**config.mk**
```make
export PLATFORM = sky130hd
export DESIGN_NAME = ibs_status
export DESIGN_NICKNAME = d
export VERILOG_FILES = /design/src/verilog/ibs_pkg.sv /design/src/verilog/ibs_line_monitor.sv /design/src/verilog/ibs_status.sv
export SDC_FILE = /design/constraint.sdc
export NUM_CORES = 1
export LEC_CHECK = 0
export BUFFER_PORTS_ARGS = -buffer_cell sky130_fd_sc_hd__buf_4
export CORE_MARGIN = 2
export CORE_UTILIZATION = 48
export CTS_BUF_LIST = sky130_fd_sc_hd__clkbuf_16
export DETAILED_ROUTE_END_ITERATION = 8
export GPL_TIMING_DRIVEN = 0
export HOLD_SLACK_MARGIN = 0.03
export PLACE_DENSITY = 0.86
export SLEW_MARGIN = 10
export SYNTH_ARGS = -nofsm -noshare
export SYNTH_HDL_FRONTEND = slang
export SYNTH_SLANG_ARGS = --single-unit
```
**constraint.sdc**
```tcl
create_clock -name sys_clk_i -period 1.9 [get_ports sys_clk_i]
set_input_delay 0.19 -clock sys_clk_i [delete_from_list [all_inputs] [get_ports sys_clk_i]]
set_output_delay 0.19 -clock sys_clk_i [all_outputs]
set_load 0.02 [all_outputs]
```
**src/verilog/ibs_pkg.sv**
```systemverilog
// Constants shared by the two-wire master bus-status block.
package ibs_pkg;

  // ****************************************************************
  // Register map
  // ****************************************************************
  localparam int ADDR_W = 8;
  localparam logic [7:0] OFF_BIT_RATE = 8'h0C;
  localparam logic [7:0] OFF_IRQ_ENABLE = 8'h14;
  localparam logic [7:0] OFF_STATUS = 8'h18;
  localparam logic [7:0] OFF_SYNC = 8'h1C;
  localparam logic [7:0] OFF_IRQ_STATUS = 8'h20;
  localparam logic [7:0] OFF_TARGET = 8'h24;
  localparam logic [7:0] OFF_IRQ_CLEAR = 8'h28;

  // ****************************************************************
  // Field positions
  // ****************************************************************
  localparam int ST_ILLEGAL = 0;
  localparam int ST_CONTENTION = 1;
  localparam int ST_REFUSED = 2;
  localparam int ST_OWN_LO = 4;
  localparam int ST_TIMEOUT = 6;
  localparam int SYNC_SYSOP = 2;
  localparam int IRQ_MASTER = 0;
  localparam int IRQ_ERROR = 1;
  localparam int IRQ_W = 2;

  // ****************************************************************
  // Reset values and codes
  // ****************************************************************
  localparam logic [31:0] BIT_RATE_RST = 32'h0000_0000;
  localparam logic [7:0] TARGET_RST = 8'h00;
  localparam logic [1:0] IRQ_RST = 2'h0;
  localparam logic [1:0] OWN_UNKNOWN = 2'h0;
  localparam logic [1:0] OWN_IDLE = 2'h1;
  localparam logic [1:0] OWN_OWNER = 2'h2;
  localparam logic [1:0] OWN_BUSY = 2'h3;

  // ****************************************************************
  // Timing
  // ****************************************************************
  localparam int CLK_KHZ = 20000;
  localparam int LOW_TIMEOUT_MS = 25;
  localparam int LOW_TIMEOUT_CYCLES = LOW_TIMEOUT_MS * CLK_KHZ;

  typedef enum logic [1:0] {IBS_UNKNOWN, IBS_IDLE, IBS_OWNER, IBS_BUSY} ibs_own_t;

endpackage

```
**src/verilog/ibs_line_monitor.sv**
```systemverilog
// Line condition monitor: pin synchronisers, start and stop detection, time-out.
`timescale 1ns/1ns
`default_nettype none
module ibs_line_monitor #(
  parameter int unsigned TIMEOUT_CYCLES = ibs_pkg::LOW_TIMEOUT_CYCLES
) (
  // Clock and reset.
  input wire logic sys_clk_i,
  input wire logic rst_b_i,
  // Line pins.
  input wire logic scl_i,
  input wire logic sda_i,
  // Detected conditions, one-cycle pulses.
  output logic start_o,
  output logic stop_o,
  output logic violation_o,
  output logic timeout_o
);

  localparam int CNT_W = $clog2(TIMEOUT_CYCLES + 1);
  localparam logic [CNT_W-1:0] CNT_LAST = CNT_W'(TIMEOUT_CYCLES - 1);

  logic [2:0] scl_sync;
  logic [2:0] sda_sync;
  logic scl_lvl;
  logic sda_lvl;
  logic scl_prv;
  logic sda_prv;
  logic in_frame;
  logic clocked;
  logic [CNT_W-1:0] low_cnt;
  logic start_det;
  logic stop_det;
  logic low_expired;

  // ****************************************************************
  // Synchronisers
  // ****************************************************************
  // A level is accepted only once the second and third stage agree, which filters one-cycle glitches.
  always_ff @(posedge sys_clk_i or negedge rst_b_i) begin
    if (!rst_b_i) begin
      scl_sync <= 3'h7;
      sda_sync <= 3'h7;
      scl_lvl <= 1'b1;
      sda_lvl <= 1'b1;
      scl_prv <= 1'b1;
      sda_prv <= 1'b1;
    end else begin
      scl_sync <= {scl_sync[1:0], scl_i};
      sda_sync <= {sda_sync[1:0], sda_i};
      if (scl_sync[1] == scl_sync[2]) begin
        scl_lvl <= scl_sync[2];
      end
      if (sda_sync[1] == sda_sync[2]) begin
        sda_lvl <= sda_sync[2];
      end
      scl_prv <= scl_lvl;
      sda_prv <= sda_lvl;
    end
  end

  // ****************************************************************
  // Conditions
  // ****************************************************************
  assign start_det = scl_lvl & scl_prv & sda_prv & ~sda_lvl;
  assign stop_det = scl_lvl & scl_prv & ~sda_prv & sda_lvl;
  assign low_expired = in_frame & ~scl_lvl & (low_cnt == CNT_LAST);

  always_ff @(posedge sys_clk_i or negedge rst_b_i) begin
    if (!rst_b_i) begin
      in_frame <= 1'b0;
      clocked <= 1'b0;
      low_cnt <= '0;
    end else begin
      if (start_det) begin
        in_frame <= 1'b1;
        clocked <= 1'b0;
      end else if (stop_det || low_expired) begin
        in_frame <= 1'b0;
      end else if (scl_prv && !scl_lvl) begin
        clocked <= 1'b1;
      end
      if (in_frame && !scl_lvl && !low_expired) begin
        low_cnt <= low_cnt + 1'b1;
      end else begin
        low_cnt <= '0;
      end
    end
  end

  always_ff @(posedge sys_clk_i or negedge rst_b_i) begin
    if (!rst_b_i) begin
      start_o <= 1'b0;
      stop_o <= 1'b0;
      violation_o <= 1'b0;
      timeout_o <= 1'b0;
    end else begin
      start_o <= start_det;
      stop_o <= stop_det;
      // A stop or a repeated start with no clock since the start breaks the protocol.
      violation_o <= in_frame & ~clocked & (start_det | stop_det);
      timeout_o <= low_expired;
    end
  end

endmodule // ibs_line_monitor
`default_nettype wire

```
**src/verilog/ibs_status.sv**
```systemverilog
// Bus ownership tracking, status flags, register port and interrupt of the two-wire master.
//
// Decided for this implementation: the plain strobed port.
`timescale 1ns/1ns
`default_nettype none
module ibs_status #(
  parameter int unsigned TIMEOUT_CYCLES = ibs_pkg::LOW_TIMEOUT_CYCLES
) (
  // Clock and reset.
  input wire logic sys_clk_i,
  input wire logic rst_b_i,
  // Register port.
  input wire logic [7:0] reg_addr_i,
  input wire logic [31:0] reg_wdata_i,
  input wire logic reg_wr_i,
  input wire logic reg_rd_i,
  output logic [31:0] reg_rdata_o,
  // Line pins.
  input wire logic scl_i,
  input wire logic sda_i,
  // Byte engine events, same clock.
  input wire logic eng_start_won_i,
  input wire logic eng_arb_lost_i,
  input wire logic eng_ack_i,
  input wire logic eng_nack_i,
  // Block outputs.
  output logic irq_o,
  output logic [31:0] bit_rate_o,
  output logic [7:0] target_addr_o,
  output logic target_wr_o,
  output logic [1:0] ownership_o
);

  // ****************************************************************
  // Declarations
  // ****************************************************************
  ibs_pkg::ibs_own_t own_state;
  ibs_pkg::ibs_own_t next_own_state;
  logic line_start;
  logic line_stop;
  logic line_violation;
  logic line_timeout;
  logic wr_status;
  logic wr_target;
  logic wr_bit_rate;
  logic wr_irq_enable;
  logic wr_irq_clear;
  logic force_idle_req;
  logic sync_pending;
  logic illegal_flag;
  logic contention_flag;
  logic refused_flag;
  logic timeout_flag;
  logic illegal_set;
  logic contention_set;
  logic clr_contention;
  logic clr_timeout;
  logic [ibs_pkg::IRQ_W-1:0] irq_status;
  logic [ibs_pkg::IRQ_W-1:0] irq_enable;
  logic [ibs_pkg::IRQ_W-1:0] irq_set;
  logic [15:0] status_word;
  logic [31:0] next_rdata;

  // ****************************************************************
  // Helpers
  // ****************************************************************
  function automatic logic hit(input logic [7:0] addr, input logic [7:0] off);
    hit = (addr == off);
  endfunction

  function automatic logic [1:0] own_code(input ibs_pkg::ibs_own_t st);
    case (st)
      ibs_pkg::IBS_UNKNOWN: own_code = ibs_pkg::OWN_UNKNOWN;
      ibs_pkg::IBS_IDLE: own_code = ibs_pkg::OWN_IDLE;
      ibs_pkg::IBS_OWNER: own_code = ibs_pkg::OWN_OWNER;
      ibs_pkg::IBS_BUSY: own_code = ibs_pkg::OWN_BUSY;
      default: own_code = ibs_pkg::OWN_UNKNOWN;
    endcase
  endfunction

  // Any target address write clears the flag, and so does a status write of one to its bit.
  function automatic logic flag_clear(input logic st_wr, input logic tg_wr, input logic bit_one);
    flag_clear = tg_wr | (st_wr & bit_one);
  endfunction

  // ****************************************************************
  // Line monitor
  // ****************************************************************
  ibs_line_monitor #(
    .TIMEOUT_CYCLES(TIMEOUT_CYCLES)
  ) u_line_monitor (
    .sys_clk_i(sys_clk_i),
    .rst_b_i(rst_b_i),
    .scl_i(scl_i),
    .sda_i(sda_i),
    .start_o(line_start),
    .stop_o(line_stop),
    .violation_o(line_violation),
    .timeout_o(line_timeout)
  );

  // ****************************************************************
  // Write decode
  // ****************************************************************
  assign wr_status = reg_wr_i & hit(reg_addr_i, ibs_pkg::OFF_STATUS);
  assign wr_target = reg_wr_i & hit(reg_addr_i, ibs_pkg::OFF_TARGET);
  assign wr_bit_rate = reg_wr_i & hit(reg_addr_i, ibs_pkg::OFF_BIT_RATE);
  assign wr_irq_enable = reg_wr_i & hit(reg_addr_i, ibs_pkg::OFF_IRQ_ENABLE);
  assign wr_irq_clear = reg_wr_i & hit(reg_addr_i, ibs_pkg::OFF_IRQ_CLEAR);

  // Only the idle code in the ownership field asks for a force; other codes are dropped.
  assign force_idle_req = wr_status &
    (reg_wdata_i[ibs_pkg::ST_OWN_LO +: 2] == ibs_pkg::OWN_IDLE);

  // ****************************************************************
  // Plain configuration registers
  // ****************************************************************
  always_ff @(posedge sys_clk_i or negedge rst_b_i) begin
    if (!rst_b_i) begin
      bit_rate_o <= ibs_pkg::BIT_RATE_RST;
    end else if (wr_bit_rate) begin
      bit_rate_o <= reg_wdata_i;
    end
  end

  always_ff @(posedge sys_clk_i or negedge rst_b_i) begin
    if (!rst_b_i) begin
      target_addr_o <= ibs_pkg::TARGET_RST;
    end else if (wr_target) begin
      target_addr_o <= reg_wdata_i[7:0];
    end
  end

  // The engine is told one cycle after the write, when the new address already stands.
  always_ff @(posedge sys_clk_i or negedge rst_b_i) begin
    if (!rst_b_i) begin
      target_wr_o <= 1'b0;
    end else begin
      target_wr_o <= wr_target;
    end
  end

  always_ff @(posedge sys_clk_i or negedge rst_b_i) begin
    if (!rst_b_i) begin
      irq_enable <= ibs_pkg::IRQ_RST;
    end else if (wr_irq_enable) begin
      irq_enable <= reg_wdata_i[ibs_pkg::IRQ_W-1:0];
    end
  end

  // ****************************************************************
  // System operation synchronisation
  // ****************************************************************
  // The force is applied one cycle after the write, the pending bit covering that gap.
  always_ff @(posedge sys_clk_i or negedge rst_b_i) begin
    if (!rst_b_i) begin
      sync_pending <= 1'b0;
    end else begin
      sync_pending <= force_idle_req;
    end
  end

  // ****************************************************************
  // Ownership state
  // ****************************************************************
  always_comb begin
    next_own_state = own_state;
    case (own_state)
      ibs_pkg::IBS_UNKNOWN: begin
        // Nothing but a stop or a software force leaves this state.
        if (line_stop || sync_pending) begin
          next_own_state = ibs_pkg::IBS_IDLE;
        end
      end
      ibs_pkg::IBS_IDLE: begin
        if (line_start) begin
          next_own_state = eng_start_won_i ? ibs_pkg::IBS_OWNER : ibs_pkg::IBS_BUSY;
        end
      end
      ibs_pkg::IBS_OWNER: begin
        if (line_violation || line_timeout) begin
          next_own_state = ibs_pkg::IBS_UNKNOWN;
        end else if (line_stop) begin
          next_own_state = ibs_pkg::IBS_IDLE;
        end else if (eng_arb_lost_i) begin
          next_own_state = ibs_pkg::IBS_BUSY;
        end
      end
      ibs_pkg::IBS_BUSY: begin
        if (line_timeout) begin
          next_own_state = ibs_pkg::IBS_UNKNOWN;
        end else if (line_stop) begin
          next_own_state = ibs_pkg::IBS_IDLE;
        end
      end
      default: begin
        next_own_state = ibs_pkg::IBS_UNKNOWN;
      end
    endcase
  end

  always_ff @(posedge sys_clk_i or negedge rst_b_i) begin
    if (!rst_b_i) begin
      own_state <= ibs_pkg::IBS_UNKNOWN;
    end else begin
      own_state <= next_own_state;
    end
  end

  always_ff @(posedge sys_clk_i or negedge rst_b_i) begin
    if (!rst_b_i) begin
      ownership_o <= ibs_pkg::OWN_UNKNOWN;
    end else begin
      ownership_o <= own_code(next_own_state);
    end
  end

  // ****************************************************************
  // Status flags
  // ****************************************************************
  assign illegal_set = line_violation | line_timeout;
  // Losing the line and breaking the protocol while owning it both count as a contention loss.
  assign contention_set = eng_arb_lost_i |
    (illegal_set & (own_state == ibs_pkg::IBS_OWNER));
  assign clr_contention = flag_clear(wr_status, wr_target, reg_wdata_i[ibs_pkg::ST_CONTENTION]);
  assign clr_timeout = flag_clear(wr_status, wr_target, reg_wdata_i[ibs_pkg::ST_TIMEOUT]);

  // Flag writes act in the cycle of the write; hardware sets win over any clear.
  always_ff @(posedge sys_clk_i or negedge rst_b_i) begin
    if (!rst_b_i) begin
      illegal_flag <= 1'b0;
    end else if (illegal_set) begin
      illegal_flag <= 1'b1;
    end else if (wr_target) begin
      illegal_flag <= 1'b0;
    end
  end

  always_ff @(posedge sys_clk_i or negedge rst_b_i) begin
    if (!rst_b_i) begin
      contention_flag <= 1'b0;
    end else if (contention_set) begin
      contention_flag <= 1'b1;
    end else if (clr_contention) begin
      contention_flag <= 1'b0;
    end
  end

  always_ff @(posedge sys_clk_i or negedge rst_b_i) begin
    if (!rst_b_i) begin
      timeout_flag <= 1'b0;
    end else if (line_timeout) begin
      timeout_flag <= 1'b1;
    end else if (clr_timeout) begin
      timeout_flag <= 1'b0;
    end
  end

  // Software cannot touch this one; only the peer's answer moves it.
  always_ff @(posedge sys_clk_i or negedge rst_b_i) begin
    if (!rst_b_i) begin
      refused_flag <= 1'b0;
    end else if (eng_nack_i) begin
      refused_flag <= 1'b1;
    end else if (eng_ack_i) begin
      refused_flag <= 1'b0;
    end
  end

  // ****************************************************************
  // Interrupt
  // ****************************************************************
  assign irq_set[ibs_pkg::IRQ_MASTER] = contention_set | eng_ack_i | eng_nack_i;
  assign irq_set[ibs_pkg::IRQ_ERROR] = illegal_set;

  always_ff @(posedge sys_clk_i or negedge rst_b_i) begin
    if (!rst_b_i) begin
      irq_status <= ibs_pkg::IRQ_RST;
    end else if (wr_irq_clear) begin
      irq_status <= (irq_status & ~reg_wdata_i[ibs_pkg::IRQ_W-1:0]) | irq_set;
    end else begin
      irq_status <= irq_status | irq_set;
    end
  end

  always_ff @(posedge sys_clk_i or negedge rst_b_i) begin
    if (!rst_b_i) begin
      irq_o <= 1'b0;
    end else begin
      irq_o <= |(irq_status & irq_enable);
    end
  end

  // ****************************************************************
  // Read port
  // ****************************************************************
  always_comb begin
    status_word = 16'h0000;
    status_word[ibs_pkg::ST_ILLEGAL] = illegal_flag;
    status_word[ibs_pkg::ST_CONTENTION] = contention_flag;
    status_word[ibs_pkg::ST_REFUSED] = refused_flag;
    status_word[ibs_pkg::ST_OWN_LO +: 2] = own_code(own_state);
    status_word[ibs_pkg::ST_TIMEOUT] = timeout_flag;
  end

  // Unmapped and write-only offsets read as zero.
  always_comb begin
    next_rdata = 32'h0000_0000;
    case (reg_addr_i)
      ibs_pkg::OFF_BIT_RATE: begin
        next_rdata = bit_rate_o;
      end
      ibs_pkg::OFF_STATUS: begin
        next_rdata = {16'h0000, status_word};
      end
      ibs_pkg::OFF_SYNC: begin
        next_rdata[ibs_pkg::SYNC_SYSOP] = sync_pending;
      end
      ibs_pkg::OFF_IRQ_STATUS: begin
        next_rdata[ibs_pkg::IRQ_W-1:0] = irq_status;
      end
      ibs_pkg::OFF_IRQ_ENABLE: begin
        next_rdata[ibs_pkg::IRQ_W-1:0] = irq_enable;
      end
      ibs_pkg::OFF_TARGET: begin
        next_rdata[7:0] = target_addr_o;
      end
      default: begin
        next_rdata = 32'h0000_0000;
      end
    endcase
  end

  // Read data stand for exactly one cycle after the strobe.
  always_ff @(posedge sys_clk_i or negedge rst_b_i) begin
    if (!rst_b_i) begin
      reg_rdata_o <= 32'h0000_0000;
    end else if (reg_rd_i) begin
      reg_rdata_o <= next_rdata;
    end else begin
      reg_rdata_o <= 32'h0000_0000;
    end
  end

endmodule // ibs_status
`default_nettype wire

```
Word-level counts from Yosys, hierarchy flattened
Index checks and enable logic that the tools add are counted.
- $add $sub $neg: 1
- equality and inequality tests: 18
- muxes and demuxes: 31
- bitwise logic cells: 34
- reductions and logical operators: 18
- operator list (cell ; count):
    $mux 32 ; 1
    $eq 8x5->1 const B ; 3
    $eq 8x6->1 const B ; 3
    $mux 24 ; 1
    $pmux 2 s4 ; 3
    $add 19x1->19 const B ; 1
    $eq 19x19->1 const B ; 1
    $mux 19 ; 1
    $and 1x1->1 ; 18
    $mux 2 ; 8
    $pmux 5 s3 ; 1
    $mux 1 ; 14
    $reduce_bool 2->1 ; 6
    $pmux 2 s5 ; 1
    $eq 2x2->1 const B ; 4
    $eq 8x4->1 const B ; 1
    $or 1x1->1 ; 7
    $eq 2x1->1 const B ; 3
    $and 2x2->2 ; 2
    $logic_not 2->1 ; 2
    $not 1->1 ; 4
    $or 2x2->2 ; 2
    $pmux 1 s4 ; 1
    $logic_and 1x1->1 ; 3
    7 further kinds ; 11
- register bits after elaboration: 122
- logic and storage cells: 129

Depth between registers and ports, before layout
Gate-level depths: netlist of the first run.
- word-level depth: 7
- depth in mapped cells: 7
- mapped depth without buffers: 5

Cells and area by module
From an unflattened synthesis of the first run, not the netlist that was laid out.
- cells, all modules: 376
- area total of the unflattened synthesis: 4863.4 um2
- by module, submodules not included (module ; instances ; cells an instance ; area each (um2) ; sequential area each (um2)):
    ibs_status ; 1 ; 243 ; 3388.2 ; 2152.1
    ibs_line_monitor ; 1 ; 133 ; 1475.2 ; 888.4

Worst setup path before layout of the first run
OpenSTA, ideal clock, no wires.
- kind: flip-flop to flip-flop
- start point: reg u_line_monitor.low_cnt[0]
- end point: reg u_line_monitor.low_cnt[10]
- arrival: 1.734 ns
- data required time: 1.768 ns
- slack: 0.034 ns
- stages on the path, launching flop included: 7
- path buffers: 1
- path through: dfrtp_1 ha_1 and4_1 nand3_1 o21ai_1 clkbuf_1 nor2_1
- longest elaborated chain between the ends: 5
- elaborated cells on any way between the ends: 6
- RTL lines (what ; line ; text):
    from (decl) ; ibs_line_monitor.sv:31 ; logic [CNT_W-1:0] low_cnt;
    from (signal assigned) ; ibs_line_monitor.sv:84 ; low_cnt <= low_cnt + 1'b1;
    parallel branches: the longest is 4 deep, another holds $add 19x1->19 ; -- ;
    $mux 19 * ; ibs_line_monitor.sv:83 ; if (in_frame && !scl_lvl && !low_expired) begin
Mark *: on every way between the ends.
A chain may end at the register's enable or synchronous reset.

Worst setup path in the final report of the first run
- start point: reg u_line_monitor.low_cnt[0]
- end point: reg u_line_monitor.low_cnt[11]
Same word-level chain as after synthesis.

==> metrics.md, run 1 <==
| Metric | Value |
|---|---|
| FILL cells | `between 600 and 700` |
| FFs w/ async S/R, synth | `100.0%` |
| Yosys warns | `0` |
| Vias in the first global route | `~4.0k` |
| DP HPWL | `about 8.2 mm` |
| CTS H-tree depth | `4` |
| RSZ-0062 raised after global routing | `no` |
| Area of the multi-input gates | `0.001949 sq mm` |
| CTS Buf Count | `17` |
| Clock sink count | `roughly 120` |
| Top cells by area, synth | `dfrtp_1 55%, mux2_4 8.9%, dfstp_2 5.2%` |
| Register area share after synthesis | `roughly 60%` |
| Initial Util | `about half` |
| Commonest non-fill, non-tap cell in the layout | `buf_4` |
| Mapped Area | `slightly above 0.005 sq mm` |
| Die W | `about 110 um` |
| Antenna violations before repair | `0` |
| Path type of the worst min-delay path | `in -> reg` |
| Worst hold slack | `0.03980 ns` |
| Pin count of the biggest net entering global routing | `122` |
| WP data arrival | `approximately 2.1 ns` |
| DR WL/cell | `18.04 um` |
| Synth top area share | `a little over half` |
| Hold Fails Final Rpt | `0` |
| Leak | `between 3 and 4 nW` |
| Register bit total from synthesis | `approximately 120` |
| Routability cong. | `~0.85` |
| Status | `complete, no violations` |
| Drt drc | `0` |
| Clk buf depth | `2` |
| Layout cells sized above 1 | `between 30% and 40%` |
| # rows | `37` |
| Most frequent cells in the layout | `126 x buf_4, 108 x dfrtp_1, 34 x dlygate4sd3_1, 30 x and3_1, 30 x mux2_4` |
| Critical Path Source Type | `flip-flop` |
| PwrDens | `~950 mW/mm^2` |
| DRT iter0 DRCs | `~390` |
| Final setup margin | `about 0.12 ns` |
| Reported max-cap violation count | `0` |
| Pre-CTS worst setup slack | `-0.4482 ns` |
| Port buffer count | `between 100 and 150` |
| Post-synth EDFFs | `0` |
| FF/Latch Area | `just over 0.003 sq mm` |
| Core area | `just over 0.01 sq mm` |
| Cell taking the most area after synthesis | `dfrtp_1` |
| Distinct cells, synth | `between 50 and 60` |
| GRT overflow | `0` |
| Setup Skew | `0.004851 ns` |
| Post-Place Cell Area | `0.006186 sq mm` |
| Final net count | `about 630` |
| Worst-Skew Late Latency | `~0.42 ns` |
| Min Clock Period, post-route | `1.783 ns` |
| FMAX | `0.5607 GHz` |
| Period utilization | `a little over nine tenths` |
| Post-route cell area | `slightly above 0.007 sq mm` |
| Measured slew at the worst slew-check pin | `1.077 ns` |
| Routed wire length | `roughly 13 mm` |
| Cell count after synthesis | `402` |
| Design Power | `approximately 6.8 mW` |
| First-pass GRT wire length | `between 20 and 25 mm` |
| Avg Cell Area, Syn | `12.66 sq um` |
| CTS tree | `built` |
| Routed vias | `~4k` |
| Setup violators final | `0` |
| Area grow syn2layout | `41.26%` |
| Detailed Routing Iterations Pass 1 | `7` |
| Worst VDD drop | `roughly 0.58 mV` |
| Die Span Y | `107.0 um` |
| GR Util All Layers | `between 20% and 30%` |
| Drt via density | `between 5 and 6` |
| WS Path Type | `reg -> reg` |
| Final max-slew violation count | `0` |
| CP max FO | `10` |
| DIE AREA | `0.01144 sq mm` |
| Antenna diode count | `0` |
| Root buf cell | `clkbuf_16` |
| Max-slew headroom | `~28%` |
| WP data required | `between 2 and 2.5 ns` |
| Final ANT Viol Nets | `0` |
| IO Pins | `about 130` |
| CTS clock-pin slew for the worst setup and hold paths | `roughly 0.060 ns` |
| Syn nets | `approximately 450` |
| Critical path capture point type | `flip-flop` |
| Post-synth top flop | `dfrtp_1` |
## Yosys cell counts, drive strengths merged (2+ instances only)
cell type  number
dfrtp         111
mux2           42
and3           30
nor2           24
nand2          20
nand3          16
o21ai          14
clkbuf         11
a21oi          10
dfstp          10
inv            10
nor3            9
buf             7
xor2            7
nand2b          6
xnor2           6
and4            5
nand4           5
nor4            5
nor4b           5
a211oi          4
nand3b          4
nor2b           4
or3             4
a31o            3
o31ai           3
a2111o          2
a22oi           2
and2            2
and4b           2
maj3            2
nand4b          2
or4             2
## critical path, stage by stage (launching register included)
cell and delay [ns]:
dfrtp_1 0.39, ha_1 0.25, and4_1 0.33, nand3_2 0.16, o21ai_4 0.21, clkbuf_4 0.24, nor2_1 0.08
## registers in the layout (all words and copies together), names as in the netlist, 2 cells and up
register                 cells
target_addr_o                8
u_line_monitor.low_cnt      19
irq_enable                   2
bit_rate_o                  32
u_line_monitor.scl_sync      3
irq_status                   2
u_line_monitor.sda_sync      3
reg_rdata_o                 32
own_state                    2
## per-layer routing
layer	vias up	GRT usage, %	share of wire (%)
met5	-	0	0
met4	0	7.792	1.8
met3	31	7.781	5.9
met2	155	40.63	52
met1	2029	28.31	40
li1	1803	-	-
## worst paths after layout
check	startpoint	to	slack (ns)	depth (start not counted)
worst max-delay path	u_line_monitor.low_cnt[0]	u_line_monitor.low_cnt[11]	0.12	6
worst min-delay path	reg_wdata_i[5]	target_addr_o[5]	0.04	2
worst max register to register	u_line_monitor.low_cnt[0]	u_line_monitor.low_cnt[11]	0.12	6
worst min register to register	u_line_monitor.sda_sync[0]	u_line_monitor.sda_sync[1]	0.35	0
max in group asynchronous	rst_b_i	u_line_monitor.low_cnt[2]	0.60	2
min in group asynchronous	rst_b_i	bit_rate_o[14]	0.48	2
## where the power goes
group	switching (mW)	internal [mW]	leakage, nW
Sequential	0.132	2.72	1.61
Clock	1.19	2.06	0.283
Combinational	0.361	0.353	1.68
Total	1.68	5.13	3.58
## final cells by class
cell class | count | area share [%]
well taps | 136 | 2.367
flip-flops and latches | 121 | 42.35
clock inverters | 15 | 2.419
inverters | 10 | 0.5222
clock buffers | 17 | 5.918
plain buffers | 17 | 1.358
multi-input cells | 253 | 27.12
repair buffers | 160 | 17.95
## logic make-up (layout without fill, tap and decap cells)
family,count (synthesis),count (layout),share of synthesized area (%)
simple gates,148,148,17.04
flops,121,121,59.75
compound gates,46,46,5.975
mux,43,43,11.70
xor+xnor,13,13,2.238
buf+inv,28,219,2.656
fa+ha+maj,3,3,0.6393
## stage by stage
step	std cells	setup TNS, ns	util, %
3_5_place_dp	661	-11.19	59.92
3_3_place_gp	661	-8.150	59.88
6_report	729	0	69.63
2_1_floorplan	402	0	-
5_1_grt	729	0	69.63
4_1_cts	728	0	69.28
## what timing repair did
action,in CTS,in global routing
setup buffers,1,2
pin swaps,1,0
hold endpoints to repair,147,0
endpoints found under the setup margin,19,11
hold buffers,34,0
resized for setup,4,8
cloned,0,0
(Power assumes the default switching activity.)
==> inputs of run 2 (changes only) <==
Settings changed: GPL_ROUTABILITY_DRIVEN from default to 0, REMOVE_ABC_BUFFERS from default to 1.
==> metrics.md, run 2 (same netlist as run 1, synthesis figures left out) <==
| Metric | Value |
|---|---|
| Setup tns final | `0 ns (unchanged)` |
| DR WL/cell | `18.81 um (+4.3%)` |
| Area grow syn2layout | `41.82%` |
| Final max-slew violation count | `0 (unchanged)` |
| Period utilization | `96.39% (+2.5 points)` |
| Final net count | `615 (-2.5%)` |
| # rows | `37 (unchanged)` |
| Detailed Routing Iterations Pass 1 | `6 (-1)` |
| IO Pins | `126 (unchanged)` |
| Post-Place Cell Area | `0.006151 sq mm (-0.57%)` |
| Pin count of the biggest net entering global routing | `77 (-37%)` |
| FMAX | `0.5460 GHz (-2.6%)` |
| Routed wire length | `13.41 mm (+2.0%)` |
| Largest registers | `bit_rate_o x32, reg_rdata_o x32, u_line_monitor.low_cnt x19` |
| Area of the multi-input gates | `0.001968 sq mm (+0.96%)` |
| Worst R2R Setup Slack | `0.07 ns (-0.05 ns)` |
| Worst VDD drop | `0.5926 mV (+2.6%)` |
| Critical path's slowest cell | `dfrtp_1` |
| Critical Path Source Type | `flip-flop` |
| Final ANT Viol Nets | `0 (unchanged)` |
| CTS tree | `built` |
| Status | `complete, no violations` |
| Commonest non-fill, non-tap cell in the layout | `buf_4` |
| Routed vias | `3,984 (-0.85%)` |
| Max-slew headroom | `48.24% (+20 points)` |
| Root buf cell | `clkbuf_16` |
| Drt drc | `0 (unchanged)` |
| Die Span Y | `107.0 um (unchanged)` |
| WS Path Type | `reg -> reg` |
| Vias in the first global route | `4,112 (+1.6%)` |
| CTS H-tree depth | `4 (unchanged)` |
| WP data required | `2.18 ns (-0.02 ns)` |
| Port buffer count | `125 (+1.6%)` |
| Layout cells sized above 1 | `38.99% (-0.30 points)` |
| Antenna violations before repair | `0 (unchanged)` |
| First-pass GRT wire length | `20.80 mm (+1.0%)` |
| FILL cells | `657 (-0.76%)` |
| PwrDens | `1002 mW/mm^2 (+5.7%)` |
| Setup Skew | `0.005585 ns (+0.0007341 ns)` |
| Setup violators final | `0 (unchanged)` |
| Antenna diode count | `0 (unchanged)` |
| Most frequent cells in the layout | `125 x buf_4, 111 x dfrtp_1, 32 x dlygate4sd3_1, 30 x and3_1, 30 x mux2_4` |
| Buf/Inv on CP | `0 (-1)` |
| Cell Chain, Critical Path | `nor4_1, nand3b_1, nor4b_4, o21ai_0` |
| Die W | `107.0 um (unchanged)` |
| GRT overflow | `0 (unchanged)` |
| Clock sink count | `121 (unchanged)` |
| Measured slew at the worst slew-check pin | `0.7744 ns (-0.3025 ns)` |
| CP top delay family | `simple AND/OR/NAND/NOR gates` |
| Clk buf depth | `2 (unchanged)` |
| Initial Util | `49.29% (unchanged)` |
| Critical path capture point type | `flip-flop` |
| DP HPWL | `8.192 mm (-0.47%)` |
| Critical Path Max Stage Delay | `0.46 ns (+0.07 ns)` |
| GR Util All Layers | `23.85% (+0.12 points)` |
| Leak | `3.602 nW (+0.74%)` |
| CTS Buf Count | `17 (unchanged)` |
| Reported max-cap violation count | `0 (unchanged)` |
| WP data arrival | `2.11 ns (+0.03 ns)` |
| Core area | `0.01032 sq mm (unchanged)` |
| DRT iter0 DRCs | `306 (-21%)` |
| Worst-Skew Late Latency | `0.42 ns (about the same)` |
| CP max FO | `6 (-4)` |
| DIE AREA | `0.01144 sq mm (unchanged)` |
| Min Clock Period, post-route | `1.831 ns (+0.04807 ns)` |
| Hold Fails Final Rpt | `0 (unchanged)` |
| Post-route cell area | `0.007217 sq mm (+0.40%)` |
| CTS clock-pin slew for the worst setup and hold paths | `0.05 ns (about the same)` |
| FF/Latch Area | `0.003040 sq mm (-0.12%)` |
| Drt via density | `5.588 (+1.4%)` |
| Path type of the worst min-delay path | `in -> reg` |
## run 2: changes by cell type in the layout (fill, tap and decap cells not counted), moves of 3 or more
| cell | before | now |
|---|---|---|
| buf_2 | 3 | 0 |
| bufinv_16 | 3 | 6 |
| clkbuf_1 | 9 | 0 |
| clkinv_2 | 3 | 0 |
| dfrtp_1 | 108 | 111 |
| dfrtp_2 | 3 | 0 |
## run 2: final timing paths
path / start / end / cells after the start
hold / removal: reg_wdata_i[5] / bit_rate_o[5] / 2
setup / recovery: u_line_monitor.low_cnt[11] / u_line_monitor.clocked / 4
setup reg to reg: u_line_monitor.low_cnt[11] / u_line_monitor.clocked / 4
max in group asynchronous: rst_b_i / u_line_monitor.sda_sync[1] / 3
hold reg to reg: u_line_monitor.scl_sync[0] / u_line_monitor.scl_sync[1] / 0
min in group asynchronous: rst_b_i / reg_rdata_o[27] / 2
## run 2: final cells by class
type                    count  share of cell area (%)
clock buffers              17                   5.895
clock inverters            15                   3.415
inverters                  10                  0.5201
multi-input cells         253                   27.27
flip-flops and latches    121                   42.13
well taps                 136                   2.358
repair buffers            161                   18.41
## run 2: what timing repair did
item	in CTS	in global routing
pin swaps	0	2
hold buffers	32	0
hold endpoints to repair	78	0
resized for setup	2	6
setup endpoints to repair	52	30
buffers inserted	0	2
## run 2: power breakdown
part	total [mW]	internal (mW)	switching, mW
combinational	0.705	0.349	0.356
sequential	2.86	2.72	0.137
clock	3.66	2.47	1.20
## run 2: through the flow
step                std cells  hold slack (ns)  worst slack (ns)  total power, mW  utilization (%)
CTS                       711          0.03140          -0.04991            7.219            69.28
global placement          645           0.2988           -0.6934            3.459            59.08
global route              713          0.03407          -0.03213            7.474            69.91
finish                    713          0.04511           0.06853            7.230            69.91
floorplan                 384          -0.1056           -0.1136            3.143                -
detailed placement        647           0.1420           -0.7117            3.505            59.58
## run 2: worst reg2reg max path, cell delays in order (launching register included)
cell	delay, ns
dfrtp_1	0.46
nor4_1	0.39
nand3b_1	0.30
nor4b_4	0.40
o21ai_0	0.15
## run 2: layer usage
metal / routed length (um) / global-route usage [%] / up-vias
met5: 0 / 0 / -
met4: 467 / 10.30 / 0
met3: 755 / 6.869 / 41
met2: 6880 / 38.76 / 172
met1: 5307 / 29.86 / 2000
li1: - / - / 1771
==> inputs of run 3 (changes only) <==
Settings changed: CELL_PAD_IN_SITES_DETAIL_PLACEMENT from default to 1, CELL_PAD_IN_SITES_GLOBAL_PLACEMENT from default to 1, CORE_UTILIZATION 48 to 38.
==> metrics.md, run 3 (same netlist as run 1, synthesis figures left out) <==
| Metric | Value |
|---|---|
| Status | `complete, no violations` |
| # rows | `42 (+14%)` |
| Final core occ | `55.02% (-15 points)` |
| CTS H-tree depth | `4 (unchanged)` |
| Pin count of the biggest net entering global routing | `78 (+1.3%)` |
| WP data arrival | `2.16 ns (+0.05 ns)` |
| WS Path Type | `reg -> reg` |
| Drt drc | `0 (unchanged)` |
| Clock sink count | `121 (unchanged)` |
| Placed cell count | `687 (+6.2%)` |
| FILL cells | `1,366 (+110%)` |
| Die Span Y | `119.7 um (+12%)` |
| Critical path capture point type | `flip-flop` |
| Critical Path Max Stage Delay | `0.48 ns (+0.02 ns)` |
| Seq pwr share | `41.8% (+2.2 points)` |
| Switching Fraction | `23.70% (+0.30 points)` |
| CTS tree | `built` |
| GRT overflow | `0 (unchanged)` |
| Setup Skew | `0.009832 ns (+0.004247 ns)` |
| Setup violators final | `0 (unchanged)` |
| Drt via density | `5.270 (-5.7%)` |
| Antenna violations before repair | `0 (unchanged)` |
| Design Power | `6.851 mW (-5.2%)` |
| Critical Path Source Type | `flip-flop` |
| Worst VDD drop | `0.5506 mV (-7.1%)` |
| Leak | `3.588 nW (-0.38%)` |
| Combinational power share | `10.6% (+0.8 points)` |
| Setup tns final | `0 ns (unchanged)` |
| Measured slew at the worst slew-check pin | `0.9180 ns (+0.1435 ns)` |
| Internal Pwr Total | `5.227 mW (-5.6%)` |
| Largest registers | `bit_rate_o x32, reg_rdata_o x32, u_line_monitor.low_cnt x19` |
| Detailed Routing Iterations Pass 1 | `4 (-2)` |
| Area grow syn2layout | `42.05%` |
| Net Sw Power | `1.623 mW (-4.0%)` |
| Initial Util | `38.73% (-11 points)` |
| Hold Fails Final Rpt | `0 (unchanged)` |
| Die W | `119.7 um (+12%)` |
| WP data required | `2.23 ns (+0.05 ns)` |
| Final std cells w/o fill | `756 (+6.0%)` |
| DP HPWL | `9.178 mm (+12%)` |
| Routed wire length | `14.66 mm (+9.3%)` |
| Min Clock Period, post-route | `1.826 ns (-0.005969 ns)` |
| Port buffer count | `125 (unchanged)` |
| DIE AREA | `0.01433 sq mm (+25%)` |
| IO Pins | `126 (unchanged)` |
| Final ANT Viol Nets | `0 (unchanged)` |
| Most frequent cells in the layout | `124 x buf_4, 110 x dfrtp_1, 36 x dlygate4sd3_1, 30 x and3_1, 30 x mux2_4` |
| Reported max-cap violation count | `0 (unchanged)` |
| Path type of the worst min-delay path | `in -> reg` |
| Layout cells sized above 1 | `37.93% (-1.1 points)` |
| Clk buf depth | `2 (unchanged)` |
| Final net count | `618 (+0.49%)` |
| Root buf cell | `clkbuf_16` |
| Cell Chain, Critical Path | `nand3_1, or3_4, or4_1, a21oi_1` |
| Antenna diode count | `0 (unchanged)` |
| Clock power frac | `47.6% (-3.1 points)` |
| Routed vias | `3,984 (unchanged)` |
| FMAX | `0.5478 GHz (+0.33%)` |
| GR Util All Layers | `21.56% (-2.3 points)` |
| CTS Buf Count | `17 (unchanged)` |
| Max-slew headroom | `38.64% (-9.6 points)` |
| First-pass GRT wire length | `23.60 mm (+13%)` |
| CP max FO | `7 (+1)` |
| Worst-Skew Late Latency | `0.42 ns (about the same)` |
| Critical path's slowest cell | `or3_4` |
| Commonest non-fill, non-tap cell in the layout | `buf_4` |
| Period utilization | `96.08% (-0.31 points)` |
| Final max-slew violation count | `0 (unchanged)` |
| Core area | `0.01314 sq mm (+27%)` |
| CTS clock-pin slew for the worst setup and hold paths | `0.06 ns (about the same)` |
| PwrDens | `947.8 mW/mm^2 (-5.4%)` |
| RSZ-0062 raised after global routing | `no` |
| Buf/Inv on CP | `0 (unchanged)` |
| Vias in the first global route | `4,374 (+6.4%)` |
| DR WL/cell | `19.39 um (+3.1%)` |
| CP top delay family | `simple AND/OR/NAND/NOR gates` |
| DRT iter0 DRCs | `223 (-27%)` |
run 3: changes by cell type in the layout (fill, tap and decap cells not counted), sizes merged:
cell | before | now
dlygate4sd3 | 32 | 36
buf | 129 | 128
bufinv | 6 | 4
clkinvlp | 2 | 1
clkinv | 2 | 5
run 3: per-layer routing:
layer	global-route usage (%)	up-vias	share of wire, %
li1	-	1774	-
met1	25.62	2040	39
met2	36.21	128	52
met3	5.656	42	5.5
met4	10.74	0	3.5
met5	0	-	0
run 3: repair_timing:
| action | CTS | global route |
|---|---|---|
| hold endpoints to repair | 86 | 0 |
| setup buffers | 0 | 1 |
| hold buffers | 36 | 0 |
| setup endpoints to repair | 62 | 23 |
| pin swaps | 0 | 1 |
| gates resized for setup | 7 | 3 |
run 3: path summary, 6_finish.rpt:
| kind | cells past startpoint | slack, ns | to | start |
|---|---|---|---|---|
| hold / removal | 2 | 0.07 | target_addr_o[1] | reg_wdata_i[1] |
| hold reg to reg | 0 | 0.35 | u_line_monitor.scl_sync[1] | u_line_monitor.scl_sync[0] |
| max in group asynchronous | 3 | 0.89 | u_line_monitor.scl_prv | rst_b_i |
| setup / recovery | 4 | 0.07 | u_line_monitor.low_cnt[17] | u_line_monitor.low_cnt[4] |
| setup reg to reg | 4 | 0.07 | u_line_monitor.low_cnt[17] | u_line_monitor.low_cnt[4] |
| min in group asynchronous | 2 | 0.27 | reg_rdata_o[17] | rst_b_i |
run 3: power groups by stage:
stage               Combinational (mW)  Clock (mW)  Sequential (mW)
floorplan                        0.205           0             2.94
global placement                 0.584           0             2.89
detailed placement               0.623           0             2.90
CTS                              0.701        3.33             2.86
global route                     0.782        3.46             2.89
finish                           0.725        3.26             2.86
run 3: stage by stage:
stage,area (sq um),worst slack [ns],hold WS (ns)
floorplan,4991,-0.1136,-0.1056
global route,7228,0.01669,0.05332
CTS,7189,0.007389,0.04625
global placement,6150,-0.7661,0.2986
detailed placement,6201,-0.7625,0.1485
finish,7228,0.07450,0.06784
run 3: area by class of cell:
type | count | area (sq um) | area share (%)
repair buffers | 164 | 1361 | 18.83
clock buffers | 17 | 425.4 | 5.885
flip-flops and latches | 121 | 3042 | 42.08
multi-input cells | 253 | 1973 | 27.30
well taps | 176 | 220.2 | 3.047
clock inverters | 15 | 168.9 | 2.337
inverters | 10 | 37.54 | 0.5193
